### config.mk
export PLATFORM = sky130hd
export DESIGN_NAME = sac_top
export DESIGN_NICKNAME = d
export VERILOG_FILES = /design/src/design/sac_timer.v /design/src/design/sac_serial.v /design/src/design/sac_top.v
export VERILOG_INCLUDE_DIRS = /design/src /design/src/design
export SDC_FILE = /design/constraint.sdc
export NUM_CORES = 1
export LEC_CHECK = 0
export BUFFER_PORTS_ARGS = -buffer_cell sky130_fd_sc_hd__buf_2
export CORE_ASPECT_RATIO = 0.9
export CORE_UTILIZATION = 29
export CTS_BUF_LIST = sky130_fd_sc_hd__clkbuf_4 sky130_fd_sc_hd__clkbuf_8
export CTS_CLUSTER_DIAMETER = 40
export DETAILED_ROUTE_END_ITERATION = 8
export HOLD_SLACK_MARGIN = 0.12
export PLACE_DENSITY = 0.57
export SLEW_MARGIN = 10
export SYNTH_ARGS = -nofsm -noshare
export SYNTH_HDL_FRONTEND = slang
export SYNTH_HIERARCHICAL = 1
export SYNTH_SLANG_ARGS = --single-unit
### constraint.sdc
create_clock -name sys_clk -period 3.5 [get_ports sys_clk]
set_input_delay 0.35 -clock sys_clk [delete_from_list [all_inputs] [get_ports sys_clk]]
set_output_delay 0.35 -clock sys_clk [all_outputs]
set_load 0.005 [all_outputs]
### src/design/sac_consts.vh
// Contract
// - Conversion busy lasts at most 560 ns outside after-convert mode.
// - Busy rises within 23 ns of start.
// - Busy falls 10 ns after conversion end, except in after-convert mode.
// - Reset release gives busy for 600 ns.
// - Parallel result valid before busy falls.
// - Bus drives data on request, releases after.
// - Master serial pins follow chip select.
// - Read-during-convert frame starts after 263 ns.
// - Read-during-convert clock uses fastest rate.
// - Divider code selects after-convert clock period.
// - After-convert busy bounded per divider code.
// - Frame held past last serial clock edge.
// - After-convert frame drops one cycle before busy.
// - Slave data updates after external clock edge.
// - Result available at conversion end, no latency.
// - Divider honoured only in after-convert mode.
`ifndef SAC_CONSTS_VH
`define SAC_CONSTS_VH

// ****************************************************************
// Clock and conversions from time to cycles
// ****************************************************************
`define SAC_CLK_NS           10
`define SAC_CEIL_CYC(ns)     (((ns) + `SAC_CLK_NS - 1) / `SAC_CLK_NS)
`define SAC_FLOOR_CYC(ns)    ((ns) / `SAC_CLK_NS)

// ****************************************************************
// Conversion and reset timing
// ****************************************************************
`define SAC_T_SPACING_NS     750
`define SAC_T_CONV_NS        400
`define SAC_T_RESET_BUSY_NS  600
`define SAC_T_SYNC_DLY_NS    263
`define SAC_SPACING_CYC      `SAC_CEIL_CYC(`SAC_T_SPACING_NS)
`define SAC_CONV_CYC         `SAC_FLOOR_CYC(`SAC_T_CONV_NS)
`define SAC_RESET_CYC        (`SAC_FLOOR_CYC(`SAC_T_RESET_BUSY_NS) - 1)
`define SAC_SYNC_CYC         (`SAC_FLOOR_CYC(`SAC_T_SYNC_DLY_NS) - 1)

// ****************************************************************
// Longest serial clock period for each divider code
// ****************************************************************
`define SAC_T_SCLK_MAX0_NS   12
`define SAC_T_SCLK_MAX1_NS   25
`define SAC_T_SCLK_MAX2_NS   50
`define SAC_T_SCLK_MAX3_NS   100
`define SAC_DIV_CODE0        2'h0
`define SAC_DIV_CODE1        2'h1
`define SAC_DIV_CODE2        2'h2

// ****************************************************************
// Data word
// ****************************************************************
`define SAC_WORD_BITS        16
`define SAC_MSB              15
`define SAC_HALF_BITS        4

`endif

### src/design/sac_timer.v
`timescale 1ns/1ps
`default_nettype none
module sac_timer #(
   parameter W = 8
) (
   input  wire         sys_clk,
   input  wire         nrst,
   input  wire         clkEn,
   input  wire         cancel,
   input  wire         load,
   input  wire [W-1:0] loadValue,
   output reg          expiredReg
);
   localparam [W-1:0] ONE = {{(W-1){1'b0}}, 1'b1};
   reg [W-1:0] countReg;
   reg         runningReg;

   always @(posedge sys_clk) begin
      if (!nrst) begin
         countReg   <= {W{1'b0}};
         runningReg <= 1'b0;
         expiredReg <= 1'b0;
      end else if (clkEn) begin
         expiredReg <= 1'b0;
         if (cancel) begin
            runningReg <= 1'b0;
         end else if (load) begin
            countReg   <= loadValue;
            runningReg <= 1'b1;
         end else if (runningReg) begin
            if (countReg == ONE) begin
               expiredReg <= 1'b1;
               runningReg <= 1'b0;
            end
            countReg <= countReg - ONE;
         end
      end
   end
endmodule // sac_timer
`default_nettype wire

### src/design/sac_serial.v
`timescale 1ns/1ps
`default_nettype none
`include "sac_consts.vh"
module sac_serial #(
   parameter WORD = `SAC_WORD_BITS,
   parameter HW   = `SAC_HALF_BITS
) (
   input  wire          sys_clk,
   input  wire          nrst,
   input  wire          clkEn,
   input  wire          abort,
   input  wire          loadWord,
   input  wire [WORD-1:0] word,
   input  wire          startFrame,
   input  wire [HW-1:0] halfCycles,
   input  wire          slaveMode,
   input  wire          extEdge,
   input  wire          serialIn,
   output reg           sclkReg,
   output reg           sdoReg,
   output reg           frameReg,
   output reg           doneReg
);
   localparam [1:0] ST_IDLE = 2'h0;
   localparam [1:0] ST_RUN  = 2'h1;
   localparam [1:0] ST_TAIL = 2'h2;
   localparam [HW-1:0] HONE = {{(HW-1){1'b0}}, 1'b1};
   localparam integer LAST_BIT = `SAC_MSB;

   reg [1:0]      stateReg;
   reg [WORD-1:0] shiftReg;
   reg [HW-1:0]   halfReg;
   reg [HW-1:0]   halfLoadReg;
   reg [4:0]      bitReg;

   always @(posedge sys_clk) begin
      if (!nrst) begin
         stateReg    <= ST_IDLE;
         shiftReg    <= {WORD{1'b0}};
         halfReg     <= {HW{1'b0}};
         halfLoadReg <= HONE;
         bitReg      <= 5'h0;
         sclkReg     <= 1'b0;
         sdoReg      <= 1'b0;
         frameReg    <= 1'b0;
         doneReg     <= 1'b0;
      end else if (clkEn) begin
         doneReg <= 1'b0;
         if (abort) begin
            stateReg <= ST_IDLE;
            sclkReg  <= 1'b0;
            frameReg <= 1'b0;
         end else if (loadWord) begin
            shiftReg <= word;
            sdoReg   <= word[WORD-1];
         end else if (slaveMode && extEdge) begin
            shiftReg <= {shiftReg[WORD-2:0], serialIn};
            sdoReg   <= shiftReg[WORD-2];
         end else begin
            case (stateReg)
               ST_IDLE: begin
                  if (startFrame && !slaveMode) begin
                     stateReg    <= ST_RUN;
                     frameReg    <= 1'b1;
                     halfReg     <= halfCycles;
                     halfLoadReg <= halfCycles;
                     bitReg      <= LAST_BIT[4:0];
                  end
               end
               ST_RUN: begin
                  if (halfReg == HONE) begin
                     halfReg <= halfLoadReg;
                     sclkReg <= ~sclkReg;
                     if (sclkReg) begin
                        if (bitReg == 5'h0) begin
                           stateReg <= ST_TAIL;
                        end else begin
                           shiftReg <= {shiftReg[WORD-2:0], serialIn};
                           sdoReg   <= shiftReg[WORD-2];
                           bitReg   <= bitReg - 5'h1;
                        end
                     end
                  end else begin
                     halfReg <= halfReg - HONE;
                  end
               end
               ST_TAIL: begin
                  if (halfReg == HONE) begin
                     frameReg <= 1'b0;
                     doneReg  <= 1'b1;
                     stateReg <= ST_IDLE;
                  end else begin
                     halfReg <= halfReg - HONE;
                  end
               end
               default: begin
                  stateReg <= ST_IDLE;
               end
            endcase
         end
      end
   end
endmodule // sac_serial
`default_nettype wire

### src/design/sac_top.v
`timescale 1ns/1ps
`default_nettype none
`include "sac_consts.vh"
module sac_top #(
   parameter WORD = `SAC_WORD_BITS,
   parameter TW   = 8,
   parameter HW   = `SAC_HALF_BITS
) (
   input  wire            sys_clk,
   input  wire            nrst,
   input  wire            clkEn,
   input  wire            convStartN,
   input  wire            resetIn,
   input  wire            chipSelN,
   input  wire            readN,
   input  wire            serialMode,
   input  wire            extClockMode,
   input  wire            readDuringConv,
   input  wire            straightBinary,
   input  wire [1:0]      serialClockDivider,
   input  wire [WORD-1:0] adcSample,
   input  wire            extSerialClk,
   input  wire            serialDataIn,
   output reg             busyReg,
   output reg  [WORD-1:0] dataBusReg,
   output reg             dataBusOeReg,
   output wire            frameSync,
   output reg             frameSyncOeReg,
   output wire            serialClk,
   output reg             serialClkOeReg,
   output wire            serialDataOut,
   output reg             serialDataOeReg,
   output reg  [1:0]      serialClockDividerOutReg,
   output reg             serialClockDividerOeReg
);
   // ****************************************************************
   // States and loads
   // ****************************************************************
   localparam [2:0] ST_IDLE  = 3'h0;
   localparam [2:0] ST_RESET = 3'h1;
   localparam [2:0] ST_CONV  = 3'h2;
   localparam [2:0] ST_EOC   = 3'h3;
   localparam [2:0] ST_READ  = 3'h4;

   localparam integer SPACING_LOAD = `SAC_SPACING_CYC;
   localparam integer CONV_LOAD    = `SAC_CONV_CYC;
   localparam integer RESET_LOAD   = `SAC_RESET_CYC;
   localparam integer SYNC_LOAD    = `SAC_SYNC_CYC;

   // ****************************************************************
   // Functions
   // ****************************************************************
   function sacRise;
      input prevLevel;
      input curLevel;
      begin
         sacRise = curLevel & ~prevLevel;
      end
   endfunction

   // A half period never goes below one cycle, so the fastest code runs
   // at twice the clock period, slower than its allowed maximum.
   // code sets half period
   function [HW-1:0] sacHalf;
      input [1:0] code;
      integer cyc;
      begin
         cyc = 0;
         if (code == `SAC_DIV_CODE0) begin
            cyc = `SAC_FLOOR_CYC(`SAC_T_SCLK_MAX0_NS) / 2;
         end else if (code == `SAC_DIV_CODE1) begin
            cyc = `SAC_FLOOR_CYC(`SAC_T_SCLK_MAX1_NS) / 2;
         end else if (code == `SAC_DIV_CODE2) begin
            cyc = `SAC_FLOOR_CYC(`SAC_T_SCLK_MAX2_NS) / 2;
         end else begin
            cyc = `SAC_FLOOR_CYC(`SAC_T_SCLK_MAX3_NS) / 2;
         end

         if (cyc < 1) begin
            cyc = 1;
         end

         sacHalf = cyc[HW-1:0];
      end
   endfunction

   function [WORD-1:0] sacFormat;
      input [WORD-1:0] sample;
      input            straight;
      begin
         sacFormat = {sample[WORD-1] ^ ~straight, sample[WORD-2:0]};
      end
   endfunction

   // ****************************************************************
   // Edge detection and mode decode
   // ****************************************************************
   reg [2:0]      stateReg;
   reg            startPrevReg;
   reg            resetPrevReg;
   reg            extClkPrevReg;
   reg            spacingBusyReg;
   reg [WORD-1:0] resultReg;

   wire busyTimerDone;
   wire spacingDone;
   wire syncDone;
   wire serialDone;

   wire masterMode = serialMode & ~extClockMode;
   wire slaveMode  = serialMode & extClockMode;
   wire afterConv  = masterMode & ~readDuringConv;
   wire duringConv = masterMode & readDuringConv;

   wire startFell  = sacRise(~startPrevReg, ~convStartN);
   wire resetFell  = sacRise(~resetPrevReg, ~resetIn);
   wire extClkRose = sacRise(extClkPrevReg, extSerialClk);

   wire startOk = startFell & (stateReg == ST_IDLE) & ~spacingBusyReg &
                  ~resetIn & ~resetFell;

   wire captureNow = (stateReg == ST_CONV) & busyTimerDone;
   wire [WORD-1:0] coded = sacFormat(adcSample, straightBinary);

   // A capture must not cut into a frame that sends the old word.
   wire serialLoad = duringConv ? startOk : captureNow;

   wire [HW-1:0] halfSel = afterConv ? sacHalf(serialClockDivider) :
                                       sacHalf(`SAC_DIV_CODE0);

   // ****************************************************************
   // Timers
   // ****************************************************************
   sac_timer #(.W(TW)) busyTimer (
      .sys_clk    (sys_clk),
      .nrst       (nrst),
      .clkEn      (clkEn),
      .cancel     (resetIn),
      .load       (startOk | resetFell),
      .loadValue  (resetFell ? RESET_LOAD[TW-1:0] : CONV_LOAD[TW-1:0]),
      .expiredReg (busyTimerDone)
   );

   sac_timer #(.W(TW)) spacingTimer (
      .sys_clk    (sys_clk),
      .nrst       (nrst),
      .clkEn      (clkEn),
      .cancel     (resetIn),
      .load       (startOk),
      .loadValue  (SPACING_LOAD[TW-1:0]),
      .expiredReg (spacingDone)
   );

   sac_timer #(.W(TW)) syncTimer (
      .sys_clk    (sys_clk),
      .nrst       (nrst),
      .clkEn      (clkEn),
      .cancel     (resetIn),
      .load       (startOk & duringConv),
      .loadValue  (SYNC_LOAD[TW-1:0]),
      .expiredReg (syncDone)
   );

   // ****************************************************************
   // Serial port
   // ****************************************************************
   // shared clock generator
   sac_serial #(.WORD(WORD), .HW(HW)) serialPort (
      .sys_clk    (sys_clk),
      .nrst       (nrst),
      .clkEn      (clkEn),
      .abort      (resetIn),
      .loadWord   (serialLoad),
      .word       (captureNow ? coded : resultReg),
      .startFrame (syncDone | ((stateReg == ST_EOC) & afterConv)),
      .halfCycles (halfSel),
      .slaveMode  (slaveMode),
      .extEdge    (extClkRose & ~chipSelN),
      .serialIn   (serialDataIn),
      .sclkReg    (serialClk),
      .sdoReg     (serialDataOut),
      .frameReg   (frameSync),
      .doneReg    (serialDone)
   );

   // ****************************************************************
   // Control and outputs
   // ****************************************************************
   always @(posedge sys_clk) begin
      if (!nrst) begin
         stateReg                 <= ST_IDLE;
         startPrevReg             <= 1'b1;
         resetPrevReg             <= 1'b0;
         extClkPrevReg            <= 1'b0;

         spacingBusyReg           <= 1'b0;
         resultReg                <= {WORD{1'b0}};

         busyReg                  <= 1'b0;
         dataBusReg               <= {WORD{1'b0}};
         dataBusOeReg             <= 1'b0;
         frameSyncOeReg           <= 1'b0;
         serialClkOeReg           <= 1'b0;
         serialDataOeReg          <= 1'b0;
         serialClockDividerOutReg <= 2'h0;
         serialClockDividerOeReg  <= 1'b0;
      end else if (clkEn) begin
         startPrevReg  <= convStartN;
         resetPrevReg  <= resetIn;
         extClkPrevReg <= extSerialClk;

         dataBusOeReg    <= ~serialMode & ~chipSelN & ~readN;

         frameSyncOeReg  <= masterMode & ~chipSelN;
         serialClkOeReg  <= masterMode & ~chipSelN;
         serialDataOeReg <= serialMode & ~chipSelN;

         serialClockDividerOeReg  <= 1'b0;
         serialClockDividerOutReg <= 2'h0;

         if (captureNow) begin
            resultReg  <= coded;
            dataBusReg <= coded;
         end else begin
            dataBusReg <= resultReg;
         end

         if (startOk) begin
            spacingBusyReg <= 1'b1;
         end else if (spacingDone || resetIn) begin
            spacingBusyReg <= 1'b0;
         end

         if (resetIn) begin
            stateReg <= ST_IDLE;
            busyReg  <= 1'b0;
         end else if (resetFell) begin
            stateReg <= ST_RESET;
            busyReg  <= 1'b1;
         end else begin
            case (stateReg)
               ST_IDLE: begin
                  if (startOk) begin
                     busyReg  <= 1'b1;
                     stateReg <= ST_CONV;
                  end
               end

               ST_RESET: begin
                  if (busyTimerDone) begin
                     busyReg  <= 1'b0;
                     stateReg <= ST_IDLE;
                  end
               end

               ST_CONV: begin
                  if (busyTimerDone) begin
                     stateReg <= ST_EOC;
                  end
               end

               ST_EOC: begin
                  if (afterConv) begin
                     stateReg <= ST_READ;
                  end else begin
                     busyReg  <= 1'b0;
                     stateReg <= ST_IDLE;
                  end
               end

               ST_READ: begin
                  // Busy waits one cycle behind the falling frame.
                  // frame then busy
                  if (serialDone) begin
                     busyReg  <= 1'b0;
                     stateReg <= ST_IDLE;
                  end
               end

               default: begin
                  stateReg <= ST_IDLE;
                  busyReg  <= 1'b0;
               end
            endcase
         end
      end
   end
endmodule // sac_top
`default_nettype wire

======== Yosys cells after proc, flatten, opt, wreduce, memory -nomap -nowiden ========
Index checks and enable logic that the tools add are counted.
storage, ports and cells
  bits of input ports ..................... 31
  word-level logic and storage cells ...... 235
  output and inout port bits .............. 27
  bits in registers ....................... 91
operators by class
  eq/ne operators ......................... 31
  $add $sub $neg .......................... 5
  mux-type cells .......................... 101
  order comparisons ....................... 1
  reduce and logical (&&, ||, !) cells .... 33
  bitwise operators ....................... 36
operator list
  cell                 number
  $mux 15              6
  $mux 1               54
  $mux 8               6
  $mux 3               10
  $mux 5               5
  $eq 8x1->1 const B   3
  $reduce_and 6->1     4
  $sub 8x1->8 const B  3
  $mux 4               5
  $and 1x1->1          19
  $ne 3x2->1 const B   6
  $mux 16              1
  $mux 2               8
  $pmux 3 s5           1
  $reduce_bool 3->1    5
  $not 1->1            14
  $reduce_bool 2->1    7
  $ne 4x3->1 const B   3
  $pmux 4 s3           1
  $pmux 5 s2           1
  $reduce_and 5->1     2
  $reduce_and 3->1     3
  $reduce_and 9->1     1
  $ne 2x2->1 const B   4
  other kinds (26)     35

======== Depth between registers and ports, before layout ========
  word-level depth ........................ 11
  depth in mapped cells ................... 11
  gate-level depth less buffers ........... 9

======== By module ========
Netlist, hierarchy kept.
modules (own cells, without submodules)
  module      sequential area each (um2)  area an instance (um2)  times used  cells an instance
  sac_timer   200.2                       628.1                   3           77
  sac_serial  680.7                       1840.5                  1           201
  sac_top     540.5                       1487.7                  1           173

======== Least setup slack after synthesis ========
Ideal clock, no wire load.
  kind .................................... reg2reg
  start ................................... reg stateReg[0] (netlist name)
  end ..................................... reg serialPort.halfReg[1]
  clock period less this slack ............ 2472 ps
  setup slack ............................. 1028 ps
  setup time .............................. 67 ps
  cell stages (with the launch flop) ...... 11
  arrival ................................. 2404 ps
  required time ........................... 3433 ps
  buffers on the path ..................... 3
  path through ............................ dfxtp_1 and4bb_1 buf_2 buf_2 a21o_1 buf_6 a21oi_4 o211ai_4 a211o_1 or3_1 a21oi_2
RTL lines
  element                 RTL line         RTL
  end signal: assignment  sac_serial.v:40  halfReg <= {HW{1'b0}};
  end signal: assignment  sac_serial.v:65  halfReg <= halfCycles;
  end signal: assignment  sac_serial.v:72  halfReg <= halfLoadReg;
  end: declaration        sac_serial.v:32  reg [HW-1:0] halfReg;

==> run_results.csv <==
group,metric,value,unit
setup_path,r2r_start,"stateReg[2]",
drt,routedWlPerCell,13.16,µm
sta,setup_viol,0,
finish,drive_gt1_share,18.99,%
setup_path,cp_max_fo,9,
yosys,synth-seq-cells,91,
global_routing,grt_pass1_vias,3818,
setup_path,cp-start-kind,"flop",
yosys,synthTopCellsByCount,"dfxtp_1 (91), nand2_1 (65), nor2_1 (52), inv_1 (34), mux2i_1 (32)",
drt,drc,0,
worst_hold_path,hold_depth,3,
yosys,synthFlopType,"dfxtp_1",
setup_path,reg2reg_depth,9,
clock_tree,cts_resized,0,
yosys,synth_cell_type_count,67,
yosys,yosysSeqAreaShare,34.95,%
power_and_ir_drop,sw_frac_of_total,26.52,%
setup_path,crit_type,"flop to flop",
setup_path,worstPathArrival,2760,ps
power_and_ir_drop,vdd_drop_max,0.0001585,V
finish,nets,714,
placed_design,hpwlAfterDp,8105,µm
power_and_ir_drop,power_frac_clock,36.7,%
sta,setup_tns,0,ps
global_routing,grt_usage,13.52,%
power_and_ir_drop,seqPwrFrac,51.3,%
clock_tree,clock_latency,370,ps
sta,relSlewSlack,33.02,%
setup_path,worstSetupStartpoint,"stateReg[2]",
drt,dr.pass1.iters,4,
setup_path,worstPathRequired,3780,ps
die,fp.dieArea,18510,µm²
yosys,syn_inst,605,
sta,post-route-period-util,71.00,%
global_routing,grt.overflow.total,0,
global_routing,grt_first_pass_wirelength,19740,µm
placed_design,place_congestion,0.7465,
sta,finalHoldViolCount,0,
sta,finalWorstSetupSlack,1015,ps
clock_tree,holdBufCountCts,0,
power_and_ir_drop,p_leak,0.002271,µW
setup_path,r2r_end,"serialPort/stateReg[1]",
power_and_ir_drop,power.share.combinational,12.0,%
yosys,yosys.area.top_type,"dfxtp_1",
die,std_cell_rows,46,
clock_tree,path_clk_slew,100,ps
worst_hold_path,hp-start,"convStartN",
job,drv_cap,0,
power_and_ir_drop,switchingPower,556.0,µW
drt,wirelength,12030,µm
die,die_height,129.2,µm
die,core_area,17610,µm²
sta,tightest_slew,1004,ps
sta,fin_crit,2485,ps
sta,fin_skew,9.718,ps
global_routing,antenna_found_initial,0,
sta,slew_viol_final,0,
sta,rsz0062_at_grt,"false",
clock_tree,numCtsBuffers,9,
finish,diodes,0,
yosys,async_flop_share,0,%
clock_tree,cts_sinks,91,
die,initial_utilization,29.60,%
clock_tree,tritoncts,"yes",
clock_tree,cts_setup_buffers,0,
drt,viasPerCell,4.740,
global_routing,grt_max_degree,56,
power_and_ir_drop,power.internal,1540,µW
drt,ant_nets,0,
yosys,netlist_area,5212,µm²
worst_hold_path,holdPathEnd,"startPrevReg",
clock_tree,root_buffer,"clkbuf_8",
drt,drtIter0Drc,205,
finish,multi_input_area,3124,µm²
power_and_ir_drop,power_density,354.6,nW/µm²
yosys,synth_top_area_share,34.95,%
sta,clock.fmax,402.4,MHz
worst_hold_path,hold_path.class,"input port to flop",
die,io_pins,58,
yosys,synth_enable_flop_cells,0,
finish,final_util,33.57,%
yosys,yosys-top-cells-area,"dfxtp_1 (35%), mux2i_1 (6.1%), nand2_1 (4.7%)",
placed_design,io_buffers,54,
finish,seqCellArea,1822,µm²
drt,vias,4332,
yosys,syn_area_per_cell,8.616,µm²
yosys,yosys_warnings,6,
yosys,yosysMostFrequentCell,"dfxtp_1",
die,die_w,143.3,µm
status,run_status,"completed",
finish,final_area,5912,µm²
placed_design,preCtsSetupSlack,843.4,ps
setup_path,crit_path_end_kind,"flop",
finish,fill_cells,1912,
finish,syn_to_final_growth,13.42,%
clock_tree,htree_levels,3,
setup_path,ff2ff_setup_slack,1010,ps
placed_design,placed_cell_area,5704,µm²
clock_tree,clock_path_buffers,2,
sta,hold_slack,224.6,ps
==> routing by layer <==
layer	share of wire (%)	GRT usage, %	vias up
li1	-	-	2261
met4	1.0	3.880	0
met1	54	19.96	2006
met2	42	19.14	56
met3	3.3	3.363	9
met5	0	0	-
==> registers in the layout (all words and copies together) (netlist names), 2 cells and up <==
signal                  flops
busyTimer/countReg          8
serialPort/shiftReg        15
spacingTimer/countReg       8
serialPort/halfLoadReg      4
syncTimer/countReg          8
serialPort/bitReg           5
resultReg                  16
serialPort/halfReg          4
stateReg                    3
serialPort/stateReg         2
==> worst max-delay path: stages, from the launching register on <==
cell,delay (ps)
dfxtp_1,390
or3_1,430
nor4_2,200
and3_1,230
a21o_1,160
a21oi_4,70
o21ai_0,470
nor4_2,130
mux2i_1,140
and2_1,160
==> stage by stage <==
step / cells / total power (µW)
3_5_place_dp: 898 / 1350
6_report: 914 / 2096
3_3_place_gp: 898 / 1351
5_1_grt: 914 / 2204
4_1_cts: 914 / 2134
2_1_floorplan: 629 / 1286
==> final cells by class <==
| class | count | share of cell area [%] |
|---|---|---|
| flip-flops and latches | 91 | 30.81 |
| repair buffers | 62 | 5.587 |
| well taps | 240 | 5.079 |
| multi-input cells | 471 | 52.85 |
| clock inverters | 3 | 0.8042 |
| clock buffers | 13 | 2.709 |
| inverters | 34 | 2.159 |
==> cells in the final DEF, fill, tap and decap left out, drive strengths merged, types with 5 or more instances in the layout <==
cell	n
dfxtp	91
nand2	66
buf	62
nor2	52
inv	34
mux2i	32
a21oi	31
o21ai	27
conb	26
a211oi	24
a21boi	23
mux2	20
nor3	16
ha	14
clkbuf	13
nor2b	12
o211ai	10
nor3b	9
nand2b	8
nand3	8
and2	7
o221a	7
o22ai	6
a22oi	5
==> cells by family after synthesis <==
| group | after synthesis | share of synthesized area [%] |
|---|---|---|
| flops | 91 | 34.95 |
| buf+inv | 67 | 6.841 |
| compound gates | 161 | 21.89 |
| xor+xnor | 5 | 0.8401 |
| mux | 52 | 10.47 |
| fa+ha+maj | 14 | 3.361 |
| other cells | 2 | 0.1441 |
| simple gates | 213 | 21.51 |
==> worst max-delay path by stage <==
| stage | to | slack (ps) | depth (start not counted) |
|---|---|---|---|
| 2_1_floorplan | serialPort/halfReg[1] | 1030 | 10 |
| 3_3_place_gp | serialPort/halfReg[2] | 830 | 9 |
| 3_5_place_dp | serialPort/halfReg[1] | 840 | 9 |
| 4_1_cts | syncTimer/countReg[0] | 950 | 7 |
| 5_1_grt | serialPort/halfReg[2] | 830 | 9 |
| 6_report | serialPort/stateReg[1] | 1010 | 9 |
==> power groups by stage <==
stage	Clock [µW]	Combinational (µW)	Sequential [µW]
after floorplan	0	192	1090
after global placement	0	253	1100
after detailed placement	0	252	1100
after CTS	807	253	1070
after global routing	840	286	1080
final	770	252	1070
Note: power is estimated with default switching activity, not from simulation.
